`config.mk`:
```
export PLATFORM = sky130hd
export DESIGN_NAME = sysint_core
export DESIGN_NICKNAME = d
export VERILOG_FILES = /design/src/verilog/sysint_pkg.sv /design/src/verilog/sysint_core.sv
export SDC_FILE = /design/constraint.sdc
export NUM_CORES = 1
export LEC_CHECK = 0
export BUFFER_PORTS_ARGS = -buffer_cell sky130_fd_sc_hd__clkbuf_2
export CAP_MARGIN = 20
export CORE_ASPECT_RATIO = 0.7
export CORE_MARGIN = 2
export CORE_UTILIZATION = 47
export DETAILED_ROUTE_END_ITERATION = 8
export GPL_TIMING_DRIVEN = 0
export PLACE_DENSITY = 0.76
export SETUP_SLACK_MARGIN = 0.15
export SLEW_MARGIN = 40
export SYNTH_ARGS = -nofsm -noshare
export SYNTH_HDL_FRONTEND = slang
export SYNTH_SLANG_ARGS = --single-unit
```
`constraint.sdc`:
```
create_clock -name clk_sys_i -period 2.2 [get_ports clk_sys_i]
set_input_delay 0.44 -clock clk_sys_i [delete_from_list [all_inputs] [get_ports clk_sys_i]]
set_output_delay 0.44 -clock clk_sys_i [all_outputs]
set_load 0.01 [all_outputs]
```
`src/verilog/sysint_pkg.sv`:
```
// package of register offsets, bit positions, reset values and timing counts
// assumes a byte-wide register port with read data one cycle after the strobe
package sysint_pkg;
	localparam logic [15:0] ADDR_BREAK_EXIT    = 16'hfe00;
	localparam logic [15:0] ADDR_RESET_SOURCE  = 16'hfe01;
	localparam logic [15:0] ADDR_BREAK_CTRL    = 16'hfe03;
	localparam logic [15:0] ADDR_IRQ_FIRST     = 16'hfe04;
	localparam logic [15:0] ADDR_IRQ_SECOND    = 16'hfe05;
	localparam logic [15:0] ADDR_IRQ_THIRD     = 16'hfe06;

	localparam int BIT_BREAK_EXIT   = 1;
	localparam int BIT_CLEAR_ENABLE = 0;
	// reset source flag positions
	localparam int BIT_POWER_ON  = 7;
	localparam int BIT_PIN       = 6;
	localparam int BIT_WATCHDOG  = 5;
	localparam int BIT_BAD_OP    = 4;
	localparam int BIT_BAD_FETCH = 3;
	localparam int BIT_MONITOR   = 1;
	localparam int BIT_LOW_VOLT  = 0;

	localparam logic [7:0] RESET_SOURCE_INIT = 8'h80;
	localparam logic [7:0] BREAK_CTRL_INIT   = 8'h00;

	localparam int STOP_RECOVERY_LONG  = 4096;
	localparam int STOP_RECOVERY_SHORT = 32;
	localparam int COUNTER_WIDTH       = 13;
endpackage : sysint_pkg

```
`src/verilog/sysint_core.sv`:
```
// system integration: interrupt status, break control, wait and stop
// sequencing, reset source flags and break-exit flag
// assumes cpu, break and peripherals are synchronous to clk_sys_i;
// the crystal clock arrives as a one-cycle enable pulse on its falling edge
// How it works
// - first status register holds sources 1-6 in bits 7:2, bits 1:0 zero.
// - second status register holds sources 7-14 in all eight bits.
// - third status register holds sources 15-16 in bits 1:0, rest zero.
// - every reset source acts alike, first, without arbitration.
// - break request forces cpu to fetch the software interrupt vector.
// - in break with clear enable low, peripheral flag clears are blocked.
// - a flag cleared in break with enable set stays cleared afterwards.
// - two-step clears stay blocked in break with clear enable low; step two after break clears.
// - wait or stop clears the cpu interrupt mask and stops cpu clock.
// - wait gates cpu clocks while peripheral clocks keep running.
// - enabled interrupt wakes wait; stacking starts one cycle later.
// - reset or break also ends wait and stop; break sets exit flag.
// - watchdog runs during wait when its disable option is zero.
// - stop disables clocks; interrupt or break ends it after delay, reset at once.
// - stop disables bus clock and crystal clock outputs.
// - recovery is 4096 crystal cycles, 32 with short recovery option.
// - system counter held reset during stop, then times the recovery.
// - break-exit flag clears on a written zero and on any reset.
// - reading reset status clears it; power-on sets only its own flag.
// - reset cause flags: pin, watchdog, opcode, fetch, monitor, brownout.
// - monitor flag set on monitor entry with blank vectors and irq high.
// - clear enable bit one allows clears in break, zero blocks them.
// - counter is 13 bits and steps on the crystal clock falling edge.
module sysint_core #(
	parameter int RECOVERY_LONG  = sysint_pkg::STOP_RECOVERY_LONG,
	parameter int RECOVERY_SHORT = sysint_pkg::STOP_RECOVERY_SHORT
) (
	input  wire logic        clk_sys_i,
	input  wire logic        sys_rst_i,
	input  wire logic [15:0] reg_addr_i,
	input  wire logic [7:0]  reg_wdata_i,
	input  wire logic        reg_wr_i,
	input  wire logic        reg_rd_i,
	output logic      [7:0]  reg_rdata_o,
	input  wire logic [16:1] irq_source_i,
	input  wire logic        irq_enabled_i,
	input  wire logic        break_req_i,
	input  wire logic        wait_exec_i,
	input  wire logic        stop_exec_i,
	input  wire logic        crystal_fall_i,
	input  wire logic        short_stop_recovery_i,
	input  wire logic        watchdog_disable_option_i,
	input  wire logic        power_on_i,
	input  wire logic        rst_pin_i,
	input  wire logic        rst_watchdog_i,
	input  wire logic        rst_bad_opcode_i,
	input  wire logic        rst_bad_fetch_i,
	input  wire logic        rst_monitor_i,
	input  wire logic        rst_low_voltage_i,
	input  wire logic        flag_clear_req_i,
	output logic             flag_clear_allow_o,
	output logic             force_software_interrupt_o,
	output logic             clear_int_mask_o,
	output logic             stack_start_o,
	output logic             system_reset_o,
	output logic             cpu_clock_en_o,
	output logic             periph_clock_en_o,
	output logic             generator_bus_clock_en_o,
	output logic             crystal_clock_en_o,
	output logic             watchdog_run_o,
	output logic             counter_overflow_o
);
	// the recovery counter cannot time more than its own range
	if (RECOVERY_SHORT < 1 || RECOVERY_SHORT > RECOVERY_LONG
		|| RECOVERY_LONG > (1 << sysint_pkg::COUNTER_WIDTH))
	begin : g_bad_recovery
		$error("stop recovery counts out of range");
	end

	typedef enum {RUN, WAITING, STOPPED, RECOVER} power_state_t;

	localparam logic [12:0] LONG_LAST  = 13'(RECOVERY_LONG - 1);
	localparam logic [12:0] SHORT_LAST = 13'(RECOVERY_SHORT - 1);

	// -------------------------------------------------------------------
	// power sequencing
	// -------------------------------------------------------------------
	power_state_t state;
	power_state_t next_state;
	logic [12:0]  counter;
	logic [12:0]  next_counter;
	logic         in_break;
	logic         next_in_break;
	logic         break_exit;
	logic         next_break_exit;
	logic         wake_break;
	logic         next_stack_pend;
	logic         any_reset;
	logic         wake_irq;
	logic [12:0]  last_count;

	assign any_reset  = power_on_i | rst_pin_i | rst_watchdog_i
		| rst_bad_opcode_i | rst_bad_fetch_i | rst_monitor_i
		| rst_low_voltage_i;
	assign wake_irq   = (|irq_source_i) & irq_enabled_i;
	assign last_count = short_stop_recovery_i ? SHORT_LAST : LONG_LAST;

	always_comb begin
		next_state      = state;
		next_counter    = counter;
		next_stack_pend = 1'b0;
		wake_break      = 1'b0;
		case (state)
			RUN: begin
				if (crystal_fall_i)
					next_counter = counter + 13'h0001;
				if (stop_exec_i) begin
					next_state   = STOPPED;
					next_counter = 13'h0000;
				end else if (wait_exec_i)
					next_state = WAITING;
			end
			WAITING: begin
				if (crystal_fall_i)
					next_counter = counter + 13'h0001;
				if (break_req_i || wake_irq) begin
					next_state      = RUN;
					next_stack_pend = 1'b1;
					wake_break      = break_req_i;
				end
			end
			STOPPED: begin
				next_counter = 13'h0000;
				if (break_req_i || wake_irq) begin
					next_state = RECOVER;
					wake_break = break_req_i;
				end
			end
			RECOVER: begin
				if (crystal_fall_i) begin
					next_counter = counter + 13'h0001;
					if (counter == last_count) begin
						next_state      = RUN;
						next_stack_pend = 1'b1;
					end
				end
			end
			default: next_state = RUN;
		endcase
		// a reset leaves low power at once and never stacks
		if (any_reset) begin
			next_state      = RUN;
			next_stack_pend = 1'b0;
		end
	end

	always_ff @(posedge clk_sys_i or posedge sys_rst_i) begin
		if (sys_rst_i) begin
			state   <= RUN;
			counter <= 13'h0000;
		end else begin
			state   <= next_state;
			counter <= next_counter;
		end
	end

	// -------------------------------------------------------------------
	// break state and break-exit flag
	// -------------------------------------------------------------------
	always_comb begin
		next_in_break   = in_break;
		next_break_exit = break_exit;
		// break holds until the cpu stacks with no new break request
		if (break_req_i)
			next_in_break = 1'b1;
		else if (stack_start_o)
			next_in_break = 1'b0;
		if (reg_wr_i && reg_addr_i == sysint_pkg::ADDR_BREAK_EXIT
			&& !reg_wdata_i[sysint_pkg::BIT_BREAK_EXIT])
			next_break_exit = 1'b0;
		// the hardware set wins over a written zero in the same cycle
		if (wake_break)
			next_break_exit = 1'b1;
		if (any_reset) begin
			next_in_break   = 1'b0;
			next_break_exit = 1'b0;
		end
	end

	always_ff @(posedge clk_sys_i or posedge sys_rst_i) begin
		if (sys_rst_i) begin
			in_break   <= 1'b0;
			break_exit <= 1'b0;
		end else begin
			in_break   <= next_in_break;
			break_exit <= next_break_exit;
		end
	end

	// -------------------------------------------------------------------
	// reset source flags
	// -------------------------------------------------------------------
	logic [7:0] reset_flags;
	logic [7:0] next_reset_flags;
	logic       clear_enable;
	logic       next_clear_enable;
	logic [7:0] next_rdata;
	logic       rd_reset;

	assign rd_reset = reg_rd_i && reg_addr_i == sysint_pkg::ADDR_RESET_SOURCE;

	always_comb begin
		next_reset_flags = reset_flags;
		if (rd_reset)
			next_reset_flags = 8'h00;
		// a cause that meets the clearing read is kept, not lost
		if (rst_pin_i)
			next_reset_flags[sysint_pkg::BIT_PIN] = 1'b1;
		if (rst_watchdog_i)
			next_reset_flags[sysint_pkg::BIT_WATCHDOG] = 1'b1;
		if (rst_bad_opcode_i)
			next_reset_flags[sysint_pkg::BIT_BAD_OP] = 1'b1;
		if (rst_bad_fetch_i)
			next_reset_flags[sysint_pkg::BIT_BAD_FETCH] = 1'b1;
		if (rst_monitor_i)
			next_reset_flags[sysint_pkg::BIT_MONITOR] = 1'b1;
		if (rst_low_voltage_i)
			next_reset_flags[sysint_pkg::BIT_LOW_VOLT] = 1'b1;
		// power-on overrides every other cause
		if (power_on_i)
			next_reset_flags = sysint_pkg::RESET_SOURCE_INIT;
	end

	always_ff @(posedge clk_sys_i or posedge sys_rst_i) begin
		if (sys_rst_i)
			reset_flags <= sysint_pkg::RESET_SOURCE_INIT;
		else
			reset_flags <= next_reset_flags;
	end

	// -------------------------------------------------------------------
	// break clear enable
	// -------------------------------------------------------------------
	always_comb begin
		next_clear_enable = clear_enable;
		if (reg_wr_i && reg_addr_i == sysint_pkg::ADDR_BREAK_CTRL)
			next_clear_enable = reg_wdata_i[sysint_pkg::BIT_CLEAR_ENABLE];
	end

	always_ff @(posedge clk_sys_i or posedge sys_rst_i) begin
		if (sys_rst_i)
			clear_enable <= sysint_pkg::BREAK_CTRL_INIT[0];
		else
			clear_enable <= next_clear_enable;
	end

	// -------------------------------------------------------------------
	// read data
	// -------------------------------------------------------------------
	// read data stand for one cycle only and are zero otherwise
	always_comb begin
		next_rdata = 8'h00;
		if (reg_rd_i) begin
			case (reg_addr_i)
				sysint_pkg::ADDR_BREAK_EXIT:
					next_rdata[sysint_pkg::BIT_BREAK_EXIT] = break_exit;
				sysint_pkg::ADDR_RESET_SOURCE: next_rdata = reset_flags;
				sysint_pkg::ADDR_BREAK_CTRL:
					next_rdata[sysint_pkg::BIT_CLEAR_ENABLE] = clear_enable;
				sysint_pkg::ADDR_IRQ_FIRST:
					next_rdata = {irq_source_i[6:1], 2'b00};
				sysint_pkg::ADDR_IRQ_SECOND:
					next_rdata = irq_source_i[14:7];
				sysint_pkg::ADDR_IRQ_THIRD:
					next_rdata = {6'h00, irq_source_i[16:15]};
				default: next_rdata = 8'h00;
			endcase
		end
	end

	always_ff @(posedge clk_sys_i or posedge sys_rst_i) begin
		if (sys_rst_i)
			reg_rdata_o <= 8'h00;
		else
			reg_rdata_o <= next_rdata;
	end

	// -------------------------------------------------------------------
	// registered control outputs
	// -------------------------------------------------------------------
	logic next_clear_allow;
	logic next_force_vector;
	logic next_mask_clear;
	logic next_stack_start;
	logic next_system_reset;
	logic next_cpu_clock_en;
	logic next_periph_clock_en;
	logic next_bus_clock_en;
	logic next_crystal_clock_en;
	logic next_watchdog_run;
	logic next_overflow;

	always_comb begin
		// a pending two-step clear completes only outside a blocked break
		next_clear_allow = flag_clear_req_i && (!next_in_break
			|| next_clear_enable);
		next_force_vector = break_req_i;
		next_mask_clear = state == RUN && (stop_exec_i || wait_exec_i)
			&& !any_reset;
		next_stack_start = next_stack_pend;
		next_system_reset = any_reset;
		next_cpu_clock_en = next_state == RUN;
		next_periph_clock_en = next_state == RUN
			|| next_state == WAITING;
		next_bus_clock_en = next_state != STOPPED;
		next_crystal_clock_en = next_state != STOPPED;
		next_watchdog_run = !watchdog_disable_option_i
			&& (next_state == RUN || next_state == WAITING);
		// the counter is held in stop and busy timing recovery
		next_overflow = crystal_fall_i && counter == 13'h1fff
			&& state != RECOVER && state != STOPPED;
	end

	always_ff @(posedge clk_sys_i or posedge sys_rst_i) begin
		if (sys_rst_i) begin
			flag_clear_allow_o         <= 1'b0;
			force_software_interrupt_o <= 1'b0;
			clear_int_mask_o           <= 1'b0;
			stack_start_o              <= 1'b0;
			system_reset_o             <= 1'b1;
			cpu_clock_en_o             <= 1'b1;
			periph_clock_en_o          <= 1'b1;
			generator_bus_clock_en_o   <= 1'b1;
			crystal_clock_en_o         <= 1'b1;
			watchdog_run_o             <= 1'b0;
			counter_overflow_o         <= 1'b0;
		end else begin
			flag_clear_allow_o         <= next_clear_allow;
			force_software_interrupt_o <= next_force_vector;
			clear_int_mask_o           <= next_mask_clear;
			stack_start_o              <= next_stack_start;
			system_reset_o             <= next_system_reset;
			cpu_clock_en_o             <= next_cpu_clock_en;
			periph_clock_en_o          <= next_periph_clock_en;
			generator_bus_clock_en_o   <= next_bus_clock_en;
			crystal_clock_en_o         <= next_crystal_clock_en;
			watchdog_run_o             <= next_watchdog_run;
			counter_overflow_o         <= next_overflow;
		end
	end
endmodule : sysint_core

```
* Word level (Yosys, flattened, before mapping)
Cells that the tools add are included.
W data, S select, Z words.
** Cells by class
- $mul :: 0
- Equal/unequal tests :: 15
- Reduce and logical (&&, ||, !) cells :: 34
- Multiplexer cells :: 38
- Add/sub/neg operators :: 1
- Shift operators :: 0
- Bitwise logic cells :: 7
- Magnitude comparators :: 0
- Div/mod/pow operators :: 0
** Operators by type and width (count)
- $mux W32 :: 7
- $pmux W32 S4 :: 1
- $eq A16 B16 Y1 const B :: 6
- $eq A32 B2 Y1 const B :: 3
- $logic_not A32 Y1 :: 3
- $ne A32 B3 Y1 const B :: 3
- $pmux W13 S3 :: 1
- $eq A32 B1 Y1 const B :: 1
- $mux W13 :: 2
- $mux W8 :: 3
- $reduce_bool A3 Y1 :: 8
- $mux W1 :: 19
- $pmux W6 S3 :: 1
- $reduce_or A16 Y1 :: 1
- $add A13 B1 Y13 const B :: 1
- $eq A13 B12 Y1 :: 1
- $eq A13 B13 Y1 const B :: 1
- $mux W12 :: 1
- $logic_and A1 B1 Y1 :: 11
- $pmux W1 S4 :: 2
- $or A1 B1 Y1 :: 6
- $logic_not A1 Y1 :: 4
- $logic_or A1 B1 Y1 :: 4
- $reduce_or A2 Y1 :: 2
- other kinds (3) :: 3
** Word-level totals
- Bits of input ports :: 59
- Flip-flop bits (word level) :: 74
- Latch bits :: 0
- Bits in writable memories :: 0
- Output and inout port bits :: 19
- Memories :: 0
- Logic and storage cells :: 118
- Memory bits (read-only) :: 0

* Longest topological paths before layout
Gate-level depths: netlist of run 1.
- Depth in word-level cells :: 10
- Gate-level depth with buffers :: 7
- Gate-level depth less buffers :: 6

* Least setup slack after synthesis of run 1
Ideal clock, no wire load.
- Path kind :: input-to-reg
- Start :: in reg_addr_i[3]
- End :: reg flag_clear_allow_o
- Path buffers :: 0
- Setup slack :: 313 ps
- Cell stages on the path :: 5
- Data arrival time :: 1763 ps
- Cells stage by stage :: nor4_4 nand4_4 nor4_1 mux2_2 o31a_1
** Between the ends
- Word-level cells in the longest chain between the ends :: 5
** Ends and longest elaborated chain
- start, declared :: RTL line sysint_core.sv:35 : input wire logic [15:0] reg_addr_i,
- $eq A16 B16 Y1 :: RTL line sysint_core.sv:241 : if (reg_wr_i && reg_addr_i == sysint_pkg::ADDR_BREAK_CTRL)
- $logic_and A1 B1 Y1 :: RTL line sysint_core.sv:241
- $mux W1 :: RTL line sysint_core.sv:241
- named net next_clear_enable :: RTL line sysint_core.sv:201 : logic next_clear_enable;
- $logic_or A1 B1 Y1 :: RTL line sysint_core.sv:301 : || next_clear_enable);
- $logic_and A1 B1 Y1 :: RTL line sysint_core.sv:300 : next_clear_allow = flag_clear_req_i && (!next_in_break
- named net next_clear_allow :: RTL line sysint_core.sv:286 : logic next_clear_allow;
- end signal, assigned :: RTL line sysint_core.sv:333 : flag_clear_allow_o <= next_clear_allow;
- end, declared :: RTL line sysint_core.sv:56 : output logic flag_clear_allow_o,
The timed path passes the listed nets, and every way through them passes these cells.
A chain may end at the register's enable or synchronous reset.

* Worst setup path after layout of run 1
- Start :: reg state[7]
- End :: reg counter[11]
** Between the ends
- Word-level cells in the longest chain between the ends :: 3
- Elaborated cells on any way between the ends :: 7
- Those cells by class :: eq/ne (3); mux (1); reduce/logical (3)
** Ends and longest elaborated chain
- start, declared :: RTL line sysint_core.sv:83 : power_state_t state;
- start signal, assigned :: RTL line sysint_core.sv:157 : state <= next_state;
- $eq A32 B2 Y1 or $eq A32 B1 Y1 (tied branches) :: RTL line sysint_core.sv:108 : case (state)
- $reduce_or A2 Y1 (no source line)
- $pmux W13 S3 or $reduce_bool A3 Y1 (tied branches)
- end signal, assigned :: RTL line sysint_core.sv:158 : counter <= next_counter;
- end, declared :: RTL line sysint_core.sv:85 : logic [12:0] counter;
Several ways; a longest one is shown, not always the timed one.

==> flow_metrics.tcl, run 1 <==
set metrics [dict create \
    arrival_ps 2210 \
    synth-async-reset-ratio_pct 100.0 \
    drt_iter0_markers 134 \
    ctsLongestPathBuffers 2 \
    power_mw 2.745 \
    peakVddDrop_v 0.0004095 \
    vias 2385 \
    final-hold-violation-count 0 \
    cts_hold_buf 0 \
    cap_violations 0 \
    portBuffers 70 \
    via_per_inst 5.253 \
    grt-ovfl-total 0 \
    num_antenna_cells 0 \
    nNetsFinal 432 \
    slowest_delay_ps 530 \
    cts_tree "done" \
    skew_ps 4.151 \
    startpoint "state[7]$_DFF_PP0_" \
    clk_latency_ps 340 \
    synth_cell_types 49 \
    drc_errors 0 \
    p_per_area_nw_per_um2 710.5 \
    grt_pass1_vias 2250 \
    io_pins 78 \
    synth_flop_cell "dfrtp_1" \
    ant_nets 0 \
    crit_path_end_kind "flip-flop" \
    core_um2 6156 \
    yosysSeqAreaShare_pct 62.02 \
    critical_path_class "reg2reg" \
    min_period_over_period_pct 87.73 \
    fp.dieW_um 98.78 \
    p_leak_nw 1.805 \
    post-cts-setup-buffers 0 \
    slowest_stage "or4_1" \
    rr_worst_depth 5 \
    slew_viol_final 0 \
    layout-drive-gt1-share_pct 29.52 \
    clkTransAtPathRegs_ps 70 \
    hp-class "in2async" \
    htreeDepth 3 \
    clock_sinks 73 \
    gp_congestion 1.017 \
    yosys_warnings 0 \
    totalWireLength_um 6450 \
    first_pass_iters 4 \
    startpoint_type "flip-flop" \
    synth-edff-count 0 \
    max_slew_margin_pct 51.04 \
    period_needed_ps 1930 \
    r2r-start "state[7]$_DFF_PP0_" \
    dieArea_um2 6948 \
    fp-row-count 24 \
    start_util_pct 48.01 \
    crit_fanout 6 \
    synth_cells 260 \
    cts-root-buf "clkbuf_8" \
    grt_pass1_wl_um 10780 \
    ys_ff_latch 73 \
    finalSetupViolCount 0 \
    area_growth_pct 30.74 \
    fmax_mhz 518.1 \
    antenna_found_initial 0 \
    wl_per_cell_um 14.21 \
    hpwlAfterDp_um 4859 \
    grt_usage_pct 20.25 \
    tns_ps 0 \
    outcome "completed" \
    grt_max_degree 27 \
    syn_area_per_cell_um2 11.37 \
    crit_chain "nor4_1 -> nand4_1 -> or2_1 -> or4_1 -> nand3_1" \
    worstPathRequired_ps 2480 \
    hold_slack_ps 55.96 \
    netlist_area_um2 2955 \
    n_fill_cell 485 \
    cts_buffers 9 \
    tightest_slew_ps 728.8 \
    die_h_um 70.35 \
    grt_setup_unrepaired "false" \
]
report_power, final:
| group | switching [mW] | internal (mW) |
|---|---|---|
| Combinational | 0.0972 | 0.0766 |
| Clock | 0.441 | 0.726 |
| Sequential | 0.0207 | 1.38 |
registers in the layout, summed over array words and instances (netlist names):
name	flops
state	32
system_reset_o	1
watchdog_run_o	1
periph_clock_en_o	1
break_exit	1
stack_start_o	1
crystal_clock_en_o	1
cpu_clock_en_o	1
counter_overflow_o	1
flag_clear_allow_o	1
in_break	1
force_software_interrupt_o	1
clear_enable	1
counter	13
clear_int_mask_o	1
reg_rdata_o	8
reset_flags	7
cell usage in the layout, fill, tap and decap left out, drive strengths merged, types with 2 or more instances in the layout:
cell	n
a21oi	8
a222oi	5
a22o	6
a31oi	2
and3	5
buf	7
bufinv	2
clkbuf	87
conb	30
dfrtp	68
dfstp	5
inv	9
mux2	2
nand2	17
nand3	8
nand3b	2
nand4	6
nor2	29
nor3	6
nor4	18
o21ai	15
o31ai	7
o41ai	5
or2	3
or3	3
or4	2
layer usage:
| metal | GRT usage [%] | wire (µm) |
|---|---|---|
| met4 | 8.067 | 85 |
| met1 | 27.51 | 2969 |
| met5 | 0 | 0 |
| met3 | 7.007 | 362 |
| met2 | 29.95 | 3034 |
worst paths after layout:
| path | end | slack [ps] |
|---|---|---|
| worst max register to register | counter[11]$_DFFE_PP0P_ | 270 |
| worst min-delay path | state[15]$_DFF_PP0_ | 60 |
| max in group asynchronous | periph_clock_en_o$_DFF_PP1_ | 1310 |
| worst max-delay path | counter[11]$_DFFE_PP0P_ | 270 |
| min in group clk_sys_i | watchdog_run_o$_DFF_PP0_ | 240 |
| worst min register to register | reset_flags[0]$_DFFE_PP0P_ | 520 |
cells in the mapped netlist (5+ instances only):
master    count  area share (%)
a21oi_1       7             1.2
and3_1        5             1.1
nor3_1        6             1.0
nand3_1       8             1.4
clkbuf_1      6            0.76
inv_1        10             1.3
a222oi_1      5             1.7
dfrtp_1      68              58
dfstp_2       5             4.4
o31ai_1       7             1.8
nor2_1       29             3.7
a22o_1        6             1.8
o21ai_0      15             2.5
nor4_1       16             3.4
nand4_1       5             1.1
nand2_1      17             2.2
o41ai_1       5             1.5
kinds of logic after synthesis:
| group | count (synthesis) | share of synthesized area [%] |
|---|---|---|
| AOI/OAI and AO/OA | 58 | 13.97 |
| xor gates and xnor gates | 1 | 0.2964 |
| adders and majority gates | 1 | 0.4233 |
| buffers and inverters | 19 | 2.625 |
| DFF | 73 | 62.02 |
| muxes | 3 | 1.101 |
| other | 1 | 0.1269 |
| and+or+nand+nor | 104 | 19.43 |
metrics by stage:
stage | cell area, µm² | instances | util (%) | worst slack (ps)
after floorplan | 3068 | 289 | - | 312.7
after global placement | 3516 | 437 | 57.11 | 120.6
after detailed placement | 3598 | 440 | 58.46 | 87.37
after CTS | 3835 | 455 | 62.30 | 185.5
after global routing | 3864 | 454 | 62.76 | 175.5
final | 3864 | 454 | 62.76 | 270.0
cell type report:
type	instances	area [µm²]	area share (%)
buffer	8	38.79	1.004
clock buffer	13	168.9	4.372
inverter	10	41.29	1.069
tap	78	97.59	2.526
clock inverter	2	60.06	1.554
sequential	73	1833	47.44
multi-input combinational	197	1191	30.83
timing repair buffer	73	432.9	11.20
worst max-delay path, delay by kind of cell (launching register included):
family | cells | cell delay [ps]
and+or+nand+nor | 5 | 1510
DFF | 1 | 360
repair_timing:
item,4_1_cts,5_1_grt
endpoints found under the setup margin,1,11
cloned,0,0
gates resized for setup,1,12
pin swaps,0,2
Note: power is estimated with default switching activity, not from simulation.
==> inputs of run 2 (changes only) <==
--- a/config.mk
+++ b/config.mk
@@ -7,7 +7,6 @@
 export LEC_CHECK = 0
 export BUFFER_PORTS_ARGS = -buffer_cell sky130_fd_sc_hd__clkbuf_2
 export CAP_MARGIN = 20
-export CORE_ASPECT_RATIO = 0.7
 export CORE_MARGIN = 2
 export CORE_UTILIZATION = 47
 export DETAILED_ROUTE_END_ITERATION = 8
==> run 2 against run 1 <==
First-iteration DRC count rose by 37%. Non-clock buffer count rose by 3. Clock power fell by 27%. Core utilization rose by 0.52 points. Clock skew rose by 8.7 ps. Largest power group unchanged. Highest routed layer unchanged.
==> flow_metrics.tcl, run 2 (synthesis gave the netlist of run 1 again) <==
set metrics [dict create \
    multi_input_area_um2 1179 \
    core_um2 5991 \
    largest-register "state" \
    wl_per_cell_um 14.06 \
    die_h_um 83.30 \
    grt_max_degree 23 \
    finalSetupViolCount 0 \
    tightest_slew_ps 711.9 \
    tns_ps 0 \
    hpwlAfterDp_um 4823 \
    mostFrequentLayoutCell "clkbuf_2" \
    hold_slack_ps 141.6 \
    antenna_found_initial 0 \
    r2r_slack_ps 260 \
    grt_pass1_wl_um 10710 \
    placed_area_um2 3595 \
    totalWireLength_um 6381 \
    htreeDepth 3 \
    r2r_end "cpu_clock_en_o$_DFF_PP1_" \
    final-hold-violation-count 0 \
    peakVddDrop_v 0.0003913 \
    startpoint_type "flip-flop" \
    p_per_area_nw_per_um2 641.6 \
    gp_congestion 0.8974 \
    cts_buffers 9 \
    critical_path_class "reg2reg" \
    crit_fanout 4 \
    rr_worst_depth 5 \
    worstPathRequired_ps 2470 \
    startpoint "state[23]$_DFF_PP0_" \
    grt_usage_pct 19.32 \
    via_per_inst 5.390 \
    n_fill_cell 501 \
    io_pins 78 \
    crit_path_end_kind "flip-flop" \
    outcome "completed" \
    grt_pass1_vias 2344 \
    clock_sinks 73 \
    fp.dieW_um 83.30 \
    hp-class "in2async" \
    num_antenna_cells 0 \
    nNetsFinal 435 \
    fin_area_um2 3791 \
    p_leak_nw 1.749 \
    drt_iter0_markers 184 \
    max_slew_margin_pct 52.18 \
    ant_nets 0 \
    grt_setup_unrepaired "true" \
    dieArea_um2 6938 \
    clk_latency_ps 340 \
    layout-drive-gt1-share_pct 29.02 \
    vias 2447 \
    layout_common_cells "clkbuf_2, dfrtp_1, conb_1" \
    cts_tree "done" \
    seq_area_um2 1833 \
    first_pass_iters 5 \
    reg_top3 "state (32), counter (13), reg_rdata_o (8)" \
    arrival_ps 2200 \
    min_period_over_period_pct 88.15 \
    portBuffers 70 \
    fp-row-count 28 \
    cts-root-buf "clkbuf_8" \
    start_util_pct 49.33 \
    fin_ws_ps 260.8 \
    area_growth_pct 28.28 \
    clkTransAtPathRegs_ps 80 \
    fmax_mhz 515.7 \
    r2r-start "state[23]$_DFF_PP0_" \
    grt-ovfl-total 0 \
    preCtsSetupSlack_ps 81.03 \
    slew_viol_final 0 \
    largest_reg_flops 32 \
    drc_errors 0 \
    skew_ps 12.83 \
    cap_violations 0 \
    period_needed_ps 1939 \
    ctsLongestPathBuffers 2 \
]
-- run 2: cell types whose count changed in the layout (fill, tap and decap cells not counted), sizes merged --
cell,before,now
bufinv,2,0
buf,7,8
clkinv,0,3
clkbuf,87,88
-- run 2: critical path: stages (launching register included) --
cell,delay (ps)
dfrtp_1,380
nor4_2,300
nand4_1,240
or3_1,540
a311oi_1,340
nor2_1,70
-- run 2: cell type report --
cell class                 instances  share of cell area, %
multi-input combinational        197                  31.09
sequential                        73                  48.35
buffer                             9                  1.122
tap                               75                  2.475
inverter                          10                  1.089
clock inverter                     3                 0.4950
clock buffer                      12                  3.564
timing repair buffer              75                  11.82
-- run 2: stage by stage --
| step | cells | power (mW) | utilization [%] |
|---|---|---|---|
| after floorplan | 289 | 1.493 | - |
| after global placement | 434 | 1.575 | 58.63 |
| after detailed placement | 437 | 1.598 | 60.00 |
| after CTS | 452 | 2.447 | 62.61 |
| after global routing | 454 | 2.536 | 63.28 |
| final | 454 | 2.432 | 63.28 |
-- run 2: where the power goes --
part	switching, mW	internal [mW]	total (mW)
logic	0.0987	0.0769	0.176
clock network	0.455	0.402	0.857
registers	0.0166	1.38	1.40
total	0.570	1.86	2.43
-- run 2: timing repair --
action,CTS,global route
buffers inserted,0,2
endpoints found under the setup margin,4,17
hold buffers,0,0
gates resized for setup,1,12
pin swaps,0,2
-- run 2: layer usage --
metal	up-vias	wire length (µm)	global-route usage (%)
met1	1153	2683	24.54
met3	22	413	4.175
met5	-	0	0
met2	108	3096	31.30
met4	0	188	9.687
li1	1164	-	-
-- run 2: how the worst max path moves through the flow --
stage                                              end  slack [ps]  depth (start not counted)
after floorplan           flag_clear_allow_o$_DFF_PP0_         310                          5
after global placement    flag_clear_allow_o$_DFF_PP0_         110                          6
after detailed placement  flag_clear_allow_o$_DFF_PP0_          80                          6
after CTS                      counter[11]$_DFFE_PP0P_         150                          5
after global routing          cpu_clock_en_o$_DFF_PP1_          30                          5
final                         cpu_clock_en_o$_DFF_PP1_         260                          5
